===== config.mk =====
export PLATFORM = sky130hd
export DESIGN_NAME = uar_core
export DESIGN_NICKNAME = d
export VERILOG_FILES = /design/src/core/uar_pkg.sv /design/src/core/uar_core.sv
export VERILOG_INCLUDE_DIRS = /design/src /design/src/core
export SDC_FILE = /design/constraint.sdc
export NUM_CORES = 1
export LEC_CHECK = 0
export ABC_AREA = 1
export BUFFER_PORTS_ARGS = -buffer_cell sky130_fd_sc_hd__buf_2
export CAP_MARGIN = 40
export CORE_MARGIN = 1.5
export CORE_UTILIZATION = 45
export DETAILED_ROUTE_END_ITERATION = 10
export PLACE_DENSITY = 0.63
export SYNTH_ARGS = -nofsm -noshare
export SYNTH_HDL_FRONTEND = slang
export SYNTH_SLANG_ARGS = --single-unit

===== constraint.sdc =====
create_clock -name clk_i -period 2 [get_ports clk_i]
set_input_delay 0.4 -clock clk_i [delete_from_list [all_inputs] [get_ports clk_i]]
set_output_delay 0.4 -clock clk_i [all_outputs]
set_load 0.02 [all_outputs]

===== src/core/uar_regs.svh =====
// register map, field positions and timing constants for the serial receiver
// How it works
// - setting transmit enable sets the transmit flag, holding register empty.
// - transmit interrupt fires at once when enables and flag are all set.
// - ninth bit one marks the low byte as an address character.
// - line oversampled at sixteen ticks per bit, shift register once per bit.
// - receiver runs only with continuous receive, async mode and port enabled.
// - while the port is enabled the transmit pin is always driven.
// - a falling edge on the receive line starts a character.
// - half a bit later the line is checked; nonzero aborts silently.
// - each later bit is majority-sampled one bit time on and shifted in.
// - stop position sampled one bit later; zero sets framing error.
// - completed character enters the FIFO and raises the receive flag.
// - FIFO holds two characters while a third is shifting in.
// - reading receive data returns and removes the oldest character.
// - after overrun no further characters are accepted until cleared.
// - receive polarity one inverts received idle and data levels.
// - receive flag is read-only and shows an unread character.
// - receive flag follows FIFO; interrupt needs all three enables.
// - frames are idle mark, zero start, 8 or 9 bits lsb first, stop one.
// - third character into a full FIFO sets overrun; enables clear it.
// - framing error and ninth bit track the oldest unread character.
// - address detect in 9-bit mode keeps only ninth-bit-one characters.
`ifndef UAR_REGS_SVH
`define UAR_REGS_SVH
// register byte addresses
`define UAR_ADR_BCON 8'h00
`define UAR_ADR_ICON 8'h04
`define UAR_ADR_IPR  8'h08
`define UAR_ADR_PIE  8'h0C
`define UAR_ADR_PIR  8'h10
`define UAR_ADR_RCS  8'h14
`define UAR_ADR_BRL  8'h18
`define UAR_ADR_BRH  8'h1C
`define UAR_ADR_TXH  8'h20
`define UAR_ADR_TXS  8'h24
`define UAR_ADR_RXD  8'h28
// writable bit masks
`define UAR_WM_BCON 8'h3B
`define UAR_WM_RCS  8'hF8
`define UAR_WM_TXS  8'hFD
`define UAR_WM_PIR  8'h4F
// field positions
`define UAR_BC_RCIDL 6
`define UAR_BC_RECEIVE_POLARITY 5
`define UAR_BC_TRANSMIT_POLARITY 4
`define UAR_BC_SIXTEEN_BIT_DIVISOR_SELECT 3
`define UAR_IC_GIE   7
`define UAR_IC_PERIPHERAL_INT_ENABLE  6
`define UAR_P1_RC    5
`define UAR_P1_TX    4
`define UAR_RS_SERIAL_PORT_ENABLE  7
`define UAR_RS_RX9   6
`define UAR_RS_CONTINUOUS_RECEIVE_ENABLE  4
`define UAR_RS_ADDRESS_DETECT_ENABLE 3
`define UAR_RS_FRAMING_ERROR  2
`define UAR_RS_OVERRUN_ERROR  1
`define UAR_RS_RECEIVED_NINTH_BIT  0
`define UAR_TS_TX9   6
`define UAR_TS_TRANSMIT_ENABLE  5
`define UAR_TS_SYNC  4
`define UAR_TS_TRMT  1
`define UAR_TS_TRANSMIT_NINTH_BIT  0
// reset value of every byte register
`define UAR_RST_BYTE 8'h00
// oversampling: tick indices inside one bit cell
`define UAR_TICK_LAST 4'hF
`define UAR_SAMP_A    4'h7
`define UAR_SAMP_B    4'h8
`define UAR_SAMP_C    4'h9
// character lengths and frame lengths
`define UAR_BITS_8  4'h8
`define UAR_BITS_9  4'h9
`define UAR_FRAME_8 4'hA
`define UAR_FRAME_9 4'hB
`define UAR_FIFO_FULL 2'h2
`endif


===== src/core/uar_pkg.sv =====
// types shared by the serial receiver design
package uar_pkg;
  typedef enum logic [1:0] {RX_IDLE, RX_START, RX_DATA, RX_STOP} uar_rx_state_e;
  typedef logic [9:0] uar_char_t; // {framing error, ninth bit, data byte}
endpackage


===== src/core/uar_core.sv =====
// asynchronous serial port: wishbone registers, receiver, fifo, transmitter
//
// The implementer's own choices: the Wishbone interface to the registers and the placing of the registers.
`timescale 1ns/10ps
`default_nettype none
`include "uar_regs.svh"
module uar_core (
  input  wire logic        clk_i,
  input  wire logic        rst_i,
  input  wire logic        wb_cyc_i,
  input  wire logic        wb_stb_i,
  input  wire logic        wb_we_i,
  input  wire logic [7:0]  wb_adr_i,
  input  wire logic [31:0] wb_dat_i,
  input  wire logic [3:0]  wb_sel_i,
  output logic      [31:0] wb_dat_o,
  output logic             wb_ack_o,
  input  wire logic        receive_line_pin_i,
  output logic             transmit_line_pin_o,
  output logic             transmit_line_pin_oe_n_o,
  output logic             irq_o
);
  import uar_pkg::*;

  // register state
  logic [7:0]    bcon_reg, bcon_next, icon_reg, icon_next, ipr_reg, ipr_next;
  logic [7:0]    pie_reg, pie_next, pir_reg, pir_next, rcs_reg, rcs_next;
  logic [7:0]    brl_reg, brl_next, brh_reg, brh_next, txs_reg, txs_next;
  logic          ack_reg, ack_next, irq_reg, irq_next;
  logic [31:0]   dat_reg, dat_next;
  // baud tick
  logic [15:0]   brg_reg, brg_next;
  logic          tick_reg, tick_next;
  // receiver
  uar_rx_state_e state_reg, state_next;
  logic [3:0]    tcnt_reg, tcnt_next, bcnt_reg, bcnt_next;
  logic [1:0]    samp_reg, samp_next;
  logic [8:0]    rsr_reg, rsr_next;
  logic          line_reg, line_next, prev_reg, prev_next;
  // fifo
  // each entry holds framing error, ninth bit and data byte
  uar_char_t     mem_reg [0:1];
  uar_char_t     mem_next [0:1];
  logic          wptr_reg, wptr_next, rptr_reg, rptr_next, overrun_error_reg, overrun_error_next;
  logic [1:0]    cnt_reg, cnt_next;
  // transmitter
  logic [8:0]    hold_reg, hold_next;
  logic          full_reg, full_next, txo_reg, txo_next, oen_reg, oen_next;
  logic [10:0]   tsr_reg, tsr_next;
  logic [3:0]    left_reg, left_next, ttck_reg, ttck_next;
  // decoded controls
  logic          serial_port_enable, continuous_receive_enable, sync, nine_rx, nine_tx, address_detect_enable, transmit_enable, rx_en, tx_en;
  logic          req, wr, rd, maj, receive_int_flag, transmit_int_flag, pop, push;
  logic [15:0]   div;
  uar_char_t     top, newc;

  // control fields and derived status
  assign serial_port_enable    = rcs_reg[`UAR_RS_SERIAL_PORT_ENABLE];
  assign continuous_receive_enable    = rcs_reg[`UAR_RS_CONTINUOUS_RECEIVE_ENABLE];
  assign nine_rx = rcs_reg[`UAR_RS_RX9];
  assign address_detect_enable   = rcs_reg[`UAR_RS_ADDRESS_DETECT_ENABLE];
  assign sync    = txs_reg[`UAR_TS_SYNC];
  assign nine_tx = txs_reg[`UAR_TS_TX9];
  assign transmit_enable    = txs_reg[`UAR_TS_TRANSMIT_ENABLE];
  assign rx_en   = serial_port_enable & continuous_receive_enable & ~sync;
  assign tx_en   = serial_port_enable & transmit_enable & ~sync;
  assign receive_int_flag    = (cnt_reg != 2'h0);
  assign transmit_int_flag    = tx_en & ~full_reg;
  assign top     = mem_reg[rptr_reg];
  // divisor width follows the sixteen-bit select; high-speed select is storage only
  assign div     = bcon_reg[`UAR_BC_SIXTEEN_BIT_DIVISOR_SELECT] ? {brh_reg, brl_reg} : {8'h00, brl_reg};
  // majority of the samples at ticks seven, eight and nine of a cell
  assign maj     = (samp_reg[0] & samp_reg[1]) | (samp_reg[0] & line_reg) | (samp_reg[1] & line_reg);
  assign req     = wb_cyc_i & wb_stb_i & ~ack_reg;
  assign wr      = req & wb_we_i & wb_sel_i[0];
  assign rd      = req & ~wb_we_i;

  // next-state logic for registers, baud tick, receiver, fifo and transmitter
  always_comb begin
    bcon_next  = bcon_reg;
    icon_next  = icon_reg;
    ipr_next   = ipr_reg;
    pie_next   = pie_reg;
    pir_next   = pir_reg;
    rcs_next   = rcs_reg;
    brl_next   = brl_reg;
    brh_next   = brh_reg;
    txs_next   = txs_reg;
    ack_next   = req;
    dat_next   = 32'h0000_0000;
    brg_next   = brg_reg;
    tick_next  = 1'b0;
    state_next = state_reg;
    tcnt_next  = tcnt_reg;
    bcnt_next  = bcnt_reg;
    samp_next  = samp_reg;
    rsr_next   = rsr_reg;
    // pin corrected for polarity, then one more flop for the edge search
    line_next  = receive_line_pin_i ^ bcon_reg[`UAR_BC_RECEIVE_POLARITY];
    prev_next  = line_reg;
    mem_next   = mem_reg;
    wptr_next  = wptr_reg;
    rptr_next  = rptr_reg;
    cnt_next   = cnt_reg;
    overrun_error_next  = overrun_error_reg;
    hold_next  = hold_reg;
    full_next  = full_reg;
    tsr_next   = tsr_reg;
    left_next  = left_reg;
    ttck_next  = ttck_reg;
    push       = 1'b0;
    pop        = 1'b0;
    newc       = {~maj, nine_rx ? rsr_reg[8] : 1'b0, nine_rx ? rsr_reg[7:0] : rsr_reg[8:1]};
    // register writes, read-only bits held by masks
    // the transmit holding address is taken by the transmitter below
    if (wr) begin
      case (wb_adr_i)
        `UAR_ADR_BCON: bcon_next = (bcon_reg & ~`UAR_WM_BCON) | (wb_dat_i[7:0] & `UAR_WM_BCON);
        `UAR_ADR_ICON: icon_next = wb_dat_i[7:0];
        `UAR_ADR_IPR:  ipr_next  = wb_dat_i[7:0];
        `UAR_ADR_PIE:  pie_next  = wb_dat_i[7:0];
        `UAR_ADR_PIR:  pir_next  = wb_dat_i[7:0] & `UAR_WM_PIR;
        `UAR_ADR_RCS:  rcs_next  = wb_dat_i[7:0] & `UAR_WM_RCS;
        `UAR_ADR_BRL:  brl_next  = wb_dat_i[7:0];
        `UAR_ADR_BRH:  brh_next  = wb_dat_i[7:0];
        `UAR_ADR_TXS:  txs_next  = wb_dat_i[7:0] & `UAR_WM_TXS;
        default: ;
      endcase
    end
    // read data, unmapped addresses read as zero
    // the fifo pops on the same edge that registers the returned byte
    if (rd) begin
      case (wb_adr_i)
        `UAR_ADR_BCON: dat_next[7:0] = {bcon_reg[7], state_reg == RX_IDLE, bcon_reg[5:0]};
        `UAR_ADR_ICON: dat_next[7:0] = icon_reg;
        `UAR_ADR_IPR:  dat_next[7:0] = ipr_reg;
        `UAR_ADR_PIE:  dat_next[7:0] = pie_reg;
        `UAR_ADR_PIR:  dat_next[7:0] = {pir_reg[7:6], receive_int_flag, transmit_int_flag, pir_reg[3:0]};
        `UAR_ADR_RCS:  dat_next[7:0] = {rcs_reg[7:3], top[9] & receive_int_flag, overrun_error_reg, top[8] & receive_int_flag};
        `UAR_ADR_BRL:  dat_next[7:0] = brl_reg;
        `UAR_ADR_BRH:  dat_next[7:0] = brh_reg;
        `UAR_ADR_TXS:  dat_next[7:0] = {txs_reg[7:2], left_reg == 4'h0, txs_reg[0]};
        `UAR_ADR_RXD:  begin
          dat_next[7:0] = top[7:0];
          pop = receive_int_flag;
        end
        default: ;
      endcase
    end
    // oversampling tick from divisor
    // reload while the port is off so the first tick is a full period away
    if (!serial_port_enable) begin
      brg_next = div;
    end else if (brg_reg == 16'h0000) begin
      brg_next  = div;
      tick_next = 1'b1;
    end else begin
      brg_next = brg_reg - 16'h0001;
    end
    // receiver sequence, sixteen ticks per bit
    if (!rx_en) begin
      state_next = RX_IDLE;
    end else if (state_reg == RX_IDLE) begin
      tcnt_next = 4'h0;
      if (!overrun_error_reg && prev_reg && !line_reg) begin
        state_next = RX_START;
      end
    end else if (tick_reg) begin
      tcnt_next = tcnt_reg + 4'h1;
      if (tcnt_reg == `UAR_SAMP_A) begin
        samp_next[0] = line_reg;
      end
      if (tcnt_reg == `UAR_SAMP_B) begin
        samp_next[1] = line_reg;
      end
      case (state_reg)
        RX_START: begin
          // line high at the half-bit point: noise, drop it without an error
          if (tcnt_reg == `UAR_SAMP_C && maj) begin
            state_next = RX_IDLE;
          end else if (tcnt_reg == `UAR_TICK_LAST) begin
            state_next = RX_DATA;
            bcnt_next  = 4'h0;
          end
        end
        RX_DATA: begin
          if (tcnt_reg == `UAR_SAMP_C) begin
            rsr_next  = {maj, rsr_reg[8:1]};
            bcnt_next = bcnt_reg + 4'h1;
          end else if (tcnt_reg == `UAR_TICK_LAST &&
                       bcnt_reg == (nine_rx ? `UAR_BITS_9 : `UAR_BITS_8)) begin
            state_next = RX_STOP;
          end
        end
        RX_STOP: begin
          if (tcnt_reg == `UAR_SAMP_C) begin
            state_next = RX_IDLE;
            if (!(address_detect_enable && nine_rx && !rsr_reg[8])) begin
              // a read in this same cycle frees a slot, so the character fits
              if (cnt_reg == `UAR_FIFO_FULL && !pop) begin
                overrun_error_next = 1'b1;
              end else begin
                push = 1'b1;
              end
            end
          end
        end
        default: state_next = RX_IDLE;
      endcase
    end
    // fifo of two characters
    if (push) begin
      mem_next[wptr_reg] = newc;
      wptr_next = ~wptr_reg;
    end
    if (pop) begin
      rptr_next = ~rptr_reg;
    end
    // push and pop together leave the count unchanged
    cnt_next = cnt_reg + {1'b0, push} - {1'b0, pop};
    // dropping continuous receive clears overrun, the fifo keeps its characters
    if (!continuous_receive_enable) begin
      overrun_error_next = 1'b0;
    end
    // port disable empties the fifo and forgets any overrun
    if (!serial_port_enable) begin
      cnt_next  = 2'h0;
      wptr_next = 1'b0;
      rptr_next = 1'b0;
      overrun_error_next = 1'b0;
    end
    // transmitter: holding register then shift register
    // a write while the holding register is full is dropped; software polls the flag
    if (wr && wb_adr_i == `UAR_ADR_TXH && tx_en && !full_reg) begin
      hold_next = {txs_reg[`UAR_TS_TRANSMIT_NINTH_BIT], wb_dat_i[7:0]};
      full_next = 1'b1;
    end
    if (!tx_en) begin
      full_next = 1'b0;
      left_next = 4'h0;
    end else if (left_reg == 4'h0 && full_reg) begin
      tsr_next  = {1'b1, nine_tx ? hold_reg[8] : 1'b1, hold_reg[7:0], 1'b0};
      left_next = nine_tx ? `UAR_FRAME_9 : `UAR_FRAME_8;
      ttck_next = 4'h0;
      full_next = 1'b0;
    end else if (left_reg != 4'h0 && tick_reg) begin
      ttck_next = ttck_reg + 4'h1;
      if (ttck_reg == `UAR_TICK_LAST) begin
        tsr_next  = {1'b1, tsr_reg[10:1]};
        left_next = left_reg - 4'h1;
      end
    end
    // line level and pin enable follow next-cycle values so they move with the state
    txo_next = ((left_next == 4'h0) | tsr_next[0]) ^ bcon_reg[`UAR_BC_TRANSMIT_POLARITY];
    oen_next = ~rcs_next[`UAR_RS_SERIAL_PORT_ENABLE];
    // request needs both global enables and the source's own enable
    irq_next = icon_reg[`UAR_IC_GIE] & icon_reg[`UAR_IC_PERIPHERAL_INT_ENABLE] &
               ((transmit_int_flag & pie_reg[`UAR_P1_TX]) | (receive_int_flag & pie_reg[`UAR_P1_RC]));
  end

  // state registers
  always_ff @(posedge clk_i) begin
    if (rst_i) begin
      bcon_reg  <= `UAR_RST_BYTE;
      icon_reg  <= `UAR_RST_BYTE;
      ipr_reg   <= `UAR_RST_BYTE;
      pie_reg   <= `UAR_RST_BYTE;
      pir_reg   <= `UAR_RST_BYTE;
      rcs_reg   <= `UAR_RST_BYTE;
      brl_reg   <= `UAR_RST_BYTE;
      brh_reg   <= `UAR_RST_BYTE;
      txs_reg   <= `UAR_RST_BYTE;
      ack_reg   <= 1'b0;
      dat_reg   <= 32'h0000_0000;
      irq_reg   <= 1'b0;
      brg_reg   <= 16'h0000;
      tick_reg  <= 1'b0;
      state_reg <= RX_IDLE;
      tcnt_reg  <= 4'h0;
      bcnt_reg  <= 4'h0;
      samp_reg  <= 2'h3;
      rsr_reg   <= 9'h000;
      line_reg  <= 1'b1;
      prev_reg  <= 1'b1;
      mem_reg[0] <= 10'h000;
      mem_reg[1] <= 10'h000;
      wptr_reg  <= 1'b0;
      rptr_reg  <= 1'b0;
      cnt_reg   <= 2'h0;
      overrun_error_reg  <= 1'b0;
      hold_reg  <= 9'h000;
      full_reg  <= 1'b0;
      tsr_reg   <= 11'h7FF;
      left_reg  <= 4'h0;
      ttck_reg  <= 4'h0;
      txo_reg   <= 1'b1;
      oen_reg   <= 1'b1;
    end else begin
      bcon_reg  <= bcon_next;
      icon_reg  <= icon_next;
      ipr_reg   <= ipr_next;
      pie_reg   <= pie_next;
      pir_reg   <= pir_next;
      rcs_reg   <= rcs_next;
      brl_reg   <= brl_next;
      brh_reg   <= brh_next;
      txs_reg   <= txs_next;
      ack_reg   <= ack_next;
      dat_reg   <= dat_next;
      irq_reg   <= irq_next;
      brg_reg   <= brg_next;
      tick_reg  <= tick_next;
      state_reg <= state_next;
      tcnt_reg  <= tcnt_next;
      bcnt_reg  <= bcnt_next;
      samp_reg  <= samp_next;
      rsr_reg   <= rsr_next;
      line_reg  <= line_next;
      prev_reg  <= prev_next;
      mem_reg   <= mem_next;
      wptr_reg  <= wptr_next;
      rptr_reg  <= rptr_next;
      cnt_reg   <= cnt_next;
      overrun_error_reg  <= overrun_error_next;
      hold_reg  <= hold_next;
      full_reg  <= full_next;
      tsr_reg   <= tsr_next;
      left_reg  <= left_next;
      ttck_reg  <= ttck_next;
      txo_reg   <= txo_next;
      oen_reg   <= oen_next;
    end
  end

  // outputs straight from flip-flops
  assign wb_ack_o                 = ack_reg;
  assign wb_dat_o                 = dat_reg;
  assign irq_o                    = irq_reg;
  assign transmit_line_pin_o      = txo_reg;
  assign transmit_line_pin_oe_n_o = oen_reg;
endmodule // uar_core
`default_nettype wire


# Word-level counts from Yosys, hierarchy flattened
# Cells that the tools add are included.
# word_totals
regBits	195
in_bits	50
wordCells	223
output_inout_bits	36
# op_classes
mux	52
magnitude_cmp	3
eq_ne	28
n_reduce_logical	52
bitwise_logic	43
n_addsub	7
# op_table
cell	count
$pmux W8 S10	1
$mux W16	3
$mux W4	11
$mux W10	4
$mux W11	3
$eq A8 B5 Y1 const B	4
$eq A8 B6 Y1 const B	3
$mux W8	3
$reduce_and A2 Y1	11
$bwmux W20	1
$and A1 B1 Y1	19
$eq A4 B4 Y1 const B	4
$eq A8 B4 Y1 const B	2
$logic_not A16 Y1	1
$mux W2	8
$sub A16 B1 Y16 const B	1
$mux W1	15
$not A1 Y1	15
$reduce_and A7 Y1	2
$logic_and A1 B1 Y1	13
$add A4 B1 Y4 const B	3
$demux W10 S1	1
$reduce_bool A2 Y1	5
$ne A3 B3 Y1 const B	3
other kinds (30)	49

# Longest topological paths before layout
# Gate-level depths: netlist of the first run.
# logic_depth
word_depth	15
mapped_depth	15
ltp_nobuf	15

# Worst setup path before layout of the first run
# OpenSTA, ideal clock, no wires.
# synth_timing
path_kind	input to register
start	input port wb_adr_i[1]
end	register cnt_reg[1]
path_buffers	0
path_stages	13
t_arrival_ps	2031
required_ps	1930
path_slack_ps	-101
setup_time_ps	70
path_cell_list	nor2_2 > nand2_2 > nor2_4 > nand2_4 > inv_2 > nand2_2 > nand2_1 > nand2_1 > ha_1 > inv_1 > ha_1 > or2_2 > a21oi_1
# synth_between
elab_chain_len	14
# synth_lines
element	line	source
start, declared	uar_core.sv:13	input wire logic [7:0] wb_adr_i,
$eq A8 B6 Y1 *	uar_core.sv:133	case (wb_adr_i)
$mux W1 *	uar_core.sv:133	
$mux W1 *	uar_core.sv:132	if (rd) begin
$logic_not A1 Y1	uar_core.sv:200	if (cnt_reg == `UAR_FIFO_FULL && !pop) begin
$logic_and A1 B1 Y1	uar_core.sv:200	
$mux W1	uar_core.sv:200	
$mux W1	uar_core.sv:198	if (!(address_detect_enable && nine_rx && !rsr_reg[8])) begin
$mux W1	uar_core.sv:196	if (tcnt_reg == `UAR_SAMP_C) begin
$mux W1	uar_core.sv:176	case (state_reg)
$mux W1	uar_core.sv:168	end else if (tick_reg) begin
$mux W1	uar_core.sv:163	end else if (state_reg == RX_IDLE) begin
$mux W1	uar_core.sv:161	if (!rx_en) begin
$add A2 B1 Y2	uar_core.sv:220	cnt_next = cnt_reg + {1'b0, push} - {1'b0, pop};
$sub A2 B1 Y2 *	uar_core.sv:220	
end signal, assigned	uar_core.sv:323	cnt_reg <= cnt_next;
end, declared	uar_core.sv:45	logic [1:0] cnt_reg, cnt_next;
# Every way passes the cells marked *; elsewhere a longest branch is shown, timed or not.
# A chain may end at the register's enable or synchronous reset.

# Worst setup path after layout of the first run
# layout_timing
start	register tcnt_reg[1]
end	register cnt_reg[1]
# layout_between
elab_chain_len	8
# layout_lines
element	line	source
start, declared	uar_core.sv:36	logic [3:0] tcnt_reg, tcnt_next, bcnt_reg, bcnt_next;
start signal, assigned	uar_core.sv:314	tcnt_reg <= tcnt_next;
$eq A4 B4 Y1 (no source line)	-	
$mux W1	uar_core.sv:196	
$mux W1	uar_core.sv:176	
$mux W1	uar_core.sv:168	
$mux W1	uar_core.sv:163	
$mux W1	uar_core.sv:161	
$add A2 B1 Y2	uar_core.sv:220	
$sub A2 B1 Y2	uar_core.sv:220	
# Every way passes these cells.

==> results.md, run 1 <==
* Status: complete, no violations
* Final Worst Setup Slack at roughly 0.12 ns
* Crit. End Element: flip-flop
* Mapped Area at 7990 sq um
* Area grow syn2layout at 17.8%
* Hold Vio Cnt, Final at 0
* Placed cell count at 1374
* Pleak at 3.97 nW
* Final Slew Violations at 0
* Period minus WS final at roughly 1.9 ns
* Clock transition at the registers of the reported paths at 0.07 ns
* Register area share after synthesis at between 40% and 50%
* TritonCTS Buffers at 17
* Worst path slowest cell: dfxtp_2
* HPWL after DPL at approximately 15000 um
* WHS at 0.198 ns
* CTS H-tree depth at 4
* Crit-path cells: inv_2 > ha_4 > nand3_2 > inv_2 > nand2_2 > nor3_4 > nand2_2 > ha_4 > inv_1 > ha_2 > or2_4 > a21oi_1
* Largest net degree at the start of global routing at 87
* Fillers at 1683
* Antenna Violating Nets Remaining at 0
* Main area contributors after synthesis: dfxtp_1 (42%), nand2_1 (7.8%), a21oi_1 (7.6%)
* Core area at 17300 sq um
* DRT Wirelength at 20100 um
* Netlist cell types at 48
* I/O Buffers at 34
* Worst Hold Class: in -> reg
* CP Launch Type: flip-flop
* Total gr overflow at 0
* Die Y at 136 um
* Setup CP Type: reg -> reg
* Final setup fails at 0
* Ys async rst share at 0%
* Worst R2R Setup Slack at 0.12 ns
* Relative max-transition margin at 67.0%
* Vias per Instance at 5.06
* Yosys warns at 0
* Final setup TNS at 0 ns
* Pwr Density at 727 nW/um^2
* Final core area utilization at 54.4%
* Drc violations at 0
* Crit path DAT at about 2.2 ns
* Wirelength per Cell at 14.3 um
* Required time of the critical path at 2.36 ns
* CP max FO at 2
* TritonCTS clock tree: done
* CP Buf/Inv Count at 3
* Post-synth EDFFs at 0
* Pre-CTS setup slack at -0.0827 ns
* CP max stage delay at 0.32 ns
* 1st-iter DRT viols at 583
* Layout cells sized above 1 at 17.2%
* Top cell type's share of synthesized area at 42.1%
* Max reg flops at 20
* IO Pins at 86
* Skew final at approximately 0.008 ns
* Delay-heaviest family, CP: simple AND/OR/NAND/NOR gates
* Global-route wire length before repair at around 32000 um
* ANT cells at 0
* Initial core utilization at a little under half
* Die ar. at 18600 sq um
* GRT Util Overall at 22.8%
* CTS Sinks at 168
* Yosys reg bits at 168
* Top cells by count, synth: dfxtp_1 (168), nand2_1 (166), inv_1 (136)
* Synthesized area per cell at 7.35 sq um
* Worst skew pair latency at between 0.4 and 0.5 ns
* F_max at around 530 MHz
* Nets at 1237
* Vias at 7140
* Clock root cell: clkbuf_16
* Slew @ Worst Pin at 0.491 ns
* Fin cells at about 1.4k
* Primary FF master, synth: dfxtp_1
* Initial antenna violation count at 0
* Synth area leader: dfxtp_1
* Clk buf depth at 2
* Fin crit share at a little over nine tenths
* Vias in the first global route at around 6.4k
* Die width at 136 um
* Max-cap violations at 0
* Cell row count at 48
* Worst VDD drop at about 0.63 mV
* Placer congestion estimate at 0.892
* Router iterations before antenna repair at 5
* Cells after synthesis at 1087
* Count leader, synth: dfxtp_1
[worst reg2reg max path, delay by kind of cell, from the launching register on]
kind	cells	cell delay (ns)
AND/OR/NAND/NOR	5	0.65
adder cells (fa/ha/maj)	3	0.54
buffers and inverters	3	0.18
AO/OA/AOI/OAI	1	0.13
flip-flops	1	0.32
[layer usage]
metal  vias to the layer above  GRT usage, %  routed length, um
met4                         0          7.51                357
met1                      3227          30.9               9630
li1                       3710             -                  -
met3                        29          4.55                965
met2                       174          36.2               9160
met5                         -             0                  0
[cells in the final DEF, fill, tap and decap left out, types with 13 or more instances in the layout]
cell / instances
conb_1: 24
nand3_1: 43
clkbuf_16: 17
a211oi_1: 13
nand2_1: 162
buf_4: 67
dfxtp_1: 161
nor3_1: 27
o21ai_0: 120
o21ai_1: 19
nor2_1: 91
inv_1: 132
a21oi_1: 121
buf_2: 34
[power by group]
group	switching (mW)	internal (mW)	total (mW)
logic	0.181	0.0596	0.241
clock network	1.39	1.86	3.25
registers	0.00182	3.35	3.35
[repair_timing]
action | 4_1_cts | 5_1_grt
setup buffers | 1 | 3
pin swaps | 2 | 5
resized for setup | 2 | 18
endpoints found under the hold margin | 0 | 0
endpoints found under the setup margin | 1 | 3
hold buffers | 0 | 0
[final timing paths]
| path | startpoint | endpoint | cells past startpoint |
|---|---|---|---|
| hold reg to reg | brg_reg[0]$_SDFF_PP0_ | brg_reg[0]$_SDFF_PP0_ | 1 |
| setup reg to reg | tcnt_reg[1]$_SDFFE_PP0P_ | cnt_reg[1]$_SDFF_PP0_ | 12 |
| hold / removal | receive_line_pin_i | line_reg$_SDFF_PP1_ | 2 |
| setup / recovery | tcnt_reg[1]$_SDFFE_PP0P_ | cnt_reg[1]$_SDFF_PP0_ | 12 |
[logic make-up after synthesis]
logic type,synth area share (%)
xor gates and xnor gates,1.54
adders and majority gates,2.47
and+or+nand+nor,21.2
buffers and inverters,11.4
DFF,42.1
other,0.0469
AOI/OAI and AO/OA,21.2
[cell type report]
cell class	instances	area [sq um]	area share (%)
timing repair buffer	105	753	8.01
clock buffer	21	480	5.11
inverter	143	541	5.74
clock inverter	11	111	1.18
sequential	168	3370	35.9
multi-input combinational	737	3870	41.1
tap	225	282	2.99
[per-stage QoR]
step | power, mW | instance area [sq um]
CTS | 6.90 | 9330
global route | 7.05 | 9410
floorplan | 3.61 | 8100
detailed placement | 3.66 | 8730
finish | 6.84 | 9410
global placement | 3.66 | 8730
Power figures use the tool's default switching activity.
==> run 2: changes to the inputs <==
Settings changed: CTS_BUF_LIST from default to sky130_fd_sc_hd__clkbuf_4 sky130_fd_sc_hd__clkbuf_8.
==> results.md, run 2 (same netlist as run 1, synthesis figures left out) <==
* Worst path slowest cell: dfxtp_2
* Die ar. at 18600 sq um (unchanged)
* 1st-iter DRT viols at 485 (-17%)
* Max-cap violations at 0 (unchanged)
* Global-route wire length before repair at 32300 um (-0.45%)
* Crit. End Element: flip-flop
* Max reg flops at 20 (unchanged)
* Crit. Startpoint: tcnt_reg[1]$_SDFFE_PP0P_
* Power consumption at 6.01 mW (-12%)
* Wirelength per Cell at 14.2 um (-0.66%)
* Router iterations before antenna repair at 5 (unchanged)
* CTS H-tree depth at 4 (unchanged)
* Setup CP Type: reg -> reg
* TritonCTS Buffers at 17 (unchanged)
* IO Pins at 86 (unchanged)
* Period minus WS final at 1.87 ns (-0.00750 ns)
* GRT Util Overall at 22.7% (-0.063 points)
* Final setup fails at 0 (unchanged)
* HPWL after DPL at 14600 um (unchanged)
* Status: complete, no violations
* Core area at 17300 sq um (unchanged)
* Layout cells sized above 1 at 17.5% (+0.31 points)
* Final Slew Violations at 0 (unchanged)
* Most common cell after layout, fill and taps aside: nand2_1
* Required time of the critical path at 2.42 ns (+0.06 ns)
* Skew final at 0.0125 ns (+0.00468 ns)
* Clock root cell: clkbuf_8
* Multi-input gate area at 3870 sq um (+0.16%)
* Fin cells at 1412 (+0.14%)
* I/O Buffers at 34 (unchanged)
* Worst R2R Setup Slack at 0.13 ns (about the same)
* Hold path start: receive_line_pin_i
* Total gr overflow at 0 (unchanged)
* Fin crit share at 93.6% (-0.37 points)
* Pwr Density at 650 nW/um^2 (-10%)
* Delay-heaviest family, CP: simple AND/OR/NAND/NOR gates
* Die width at 136 um (unchanged)
* Antenna Violating Nets Remaining at 0 (unchanged)
* Hold Vio Cnt, Final at 0 (unchanged)
* F_max at 534 MHz (+0.40%)
* Initial antenna violation count at 0 (unchanged)
* RR Startpoint: tcnt_reg[1]$_SDFFE_PP0P_
* CP max FO at 2 (unchanged)
* Relative max-transition margin at 66.9% (-0.070 points)
* ANT cells at 0 (unchanged)
* Pleak at 3.87 nW (-2.3%)
* Register area at 3370 sq um (about the same)
* CP Buf/Inv Count at 3 (unchanged)
* Die Y at 136 um (unchanged)
* Commonest cells after routing, fill and taps aside: nand2_1 (162), dfxtp_1 (160), inv_1 (132), o21ai_0 (120), a21oi_1 (120)
* Crit-path cells: inv_2 > ha_4 > nand3_4 > inv_2 > nand2_2 > nor3_4 > nand2_2 > ha_4 > inv_1 > ha_2 > or2_4 > a21oi_2
* Clock transition at the registers of the reported paths at 0.09 ns (+0.02 ns)
* CP Launch Type: flip-flop
* CTS Sinks at 168 (unchanged)
* DRT Wirelength at 20000 um (-0.52%)
* Nets at 1239 (+0.16%)
* CP max stage delay at 0.33 ns (about the same)
* Worst skew pair latency at 0.48 ns (+0.05 ns)
* Vias per Instance at 5.03 (-0.60%)
* Worst Hold Class: in -> reg
* # hold bufs at CTS at 0 (unchanged)
* Placer congestion estimate at 0.892 (unchanged)
* TritonCTS clock tree: done
* Cell row count at 48 (unchanged)
* Worst VDD drop at 0.476 mV (-25%)
* Slew @ Worst Pin at 0.492 ns (+0.00104 ns)
* Placed cell count at 1374 (unchanged)
* WHS at 0.155 ns (-0.0434 ns)
* Largest net degree at the start of global routing at 87 (unchanged)
* Vias at 7107 (-0.46%)
* Area grow syn2layout at 15.6%
* Crit path DAT at 2.29 ns (+0.05 ns)
* Fillers at 1711 (+1.7%)
* Clk buf depth at 2 (unchanged)
* Vias in the first global route at 6416 (-0.45%)
* Drc violations at 0 (unchanged)
* Initial core utilization at 46.2% (unchanged)
* Final instance area at 9240 sq um (-1.8%)
* DP Area at 8730 sq um (unchanged)
-- run 2: cell types whose count changed in the layout (fill, tap and decap cells not counted), moves of 2 or more --
cell       delta
buf_4         +2
clkbuf_8     +17
dfxtp_2       +2
clkbuf_16    -17
-- run 2: report_power, final --
part / switching (mW) / internal [mW]
clock: 1.29 / 1.13
combinational: 0.182 / 0.0596
sequential: 0.00182 / 3.34
total: 1.47 / 4.53
-- run 2: worst register-to-register path: cells and delay by family, from the launching register on --
family	cells	cell delay [ns]
simple gates	5	0.64
buf+inv	3	0.18
fa+ha+maj	3	0.56
compound gates	1	0.11
flops	1	0.33
-- run 2: metrics by stage --
| step | TNS, ns | utilization (%) | worst slack, ns |
|---|---|---|---|
| floorplan | 0 | - | 0.00137 |
| global placement | -0.0382 | 50.5 | -0.0382 |
| detailed placement | -0.0827 | 50.5 | -0.0827 |
| CTS | 0 | 52.9 | 0.0127 |
| global route | -0.00506 | 53.4 | -0.00506 |
| finish | 0 | 53.4 | 0.127 |
-- run 2: cell type report --
| type | instances | area share, % |
|---|---|---|
| repair buffers | 107 | 8.32 |
| inverters | 143 | 5.85 |
| well taps | 225 | 3.05 |
| multi-input cells | 737 | 41.9 |
| clock buffers | 21 | 3.13 |
| flip-flops and latches | 168 | 36.5 |
| clock inverters | 11 | 1.21 |
-- run 2: repair_timing --
item | 4_1_cts | 5_1_grt
setup buffers | 3 | 3
endpoints found under the setup margin | 1 | 3
pin swaps | 2 | 6
endpoints found under the hold margin | 0 | 0
resized for setup | 2 | 19
-- run 2: final timing paths --
check,cells after the start,end
hold / removal,2,line_reg$_SDFF_PP1_
hold reg to reg,1,brg_reg[0]$_SDFF_PP0_
setup / recovery,12,cnt_reg[1]$_SDFF_PP0_
setup reg to reg,12,cnt_reg[1]$_SDFF_PP0_
-- run 2: routing by layer --
metal,vias up,routed length (um),track usage [%]
met1,3226,9760,30.9
met3,32,825,4.81
met2,139,9060,35.7
li1,3710,-,-
met4,0,369,7.62
met5,-,0,0
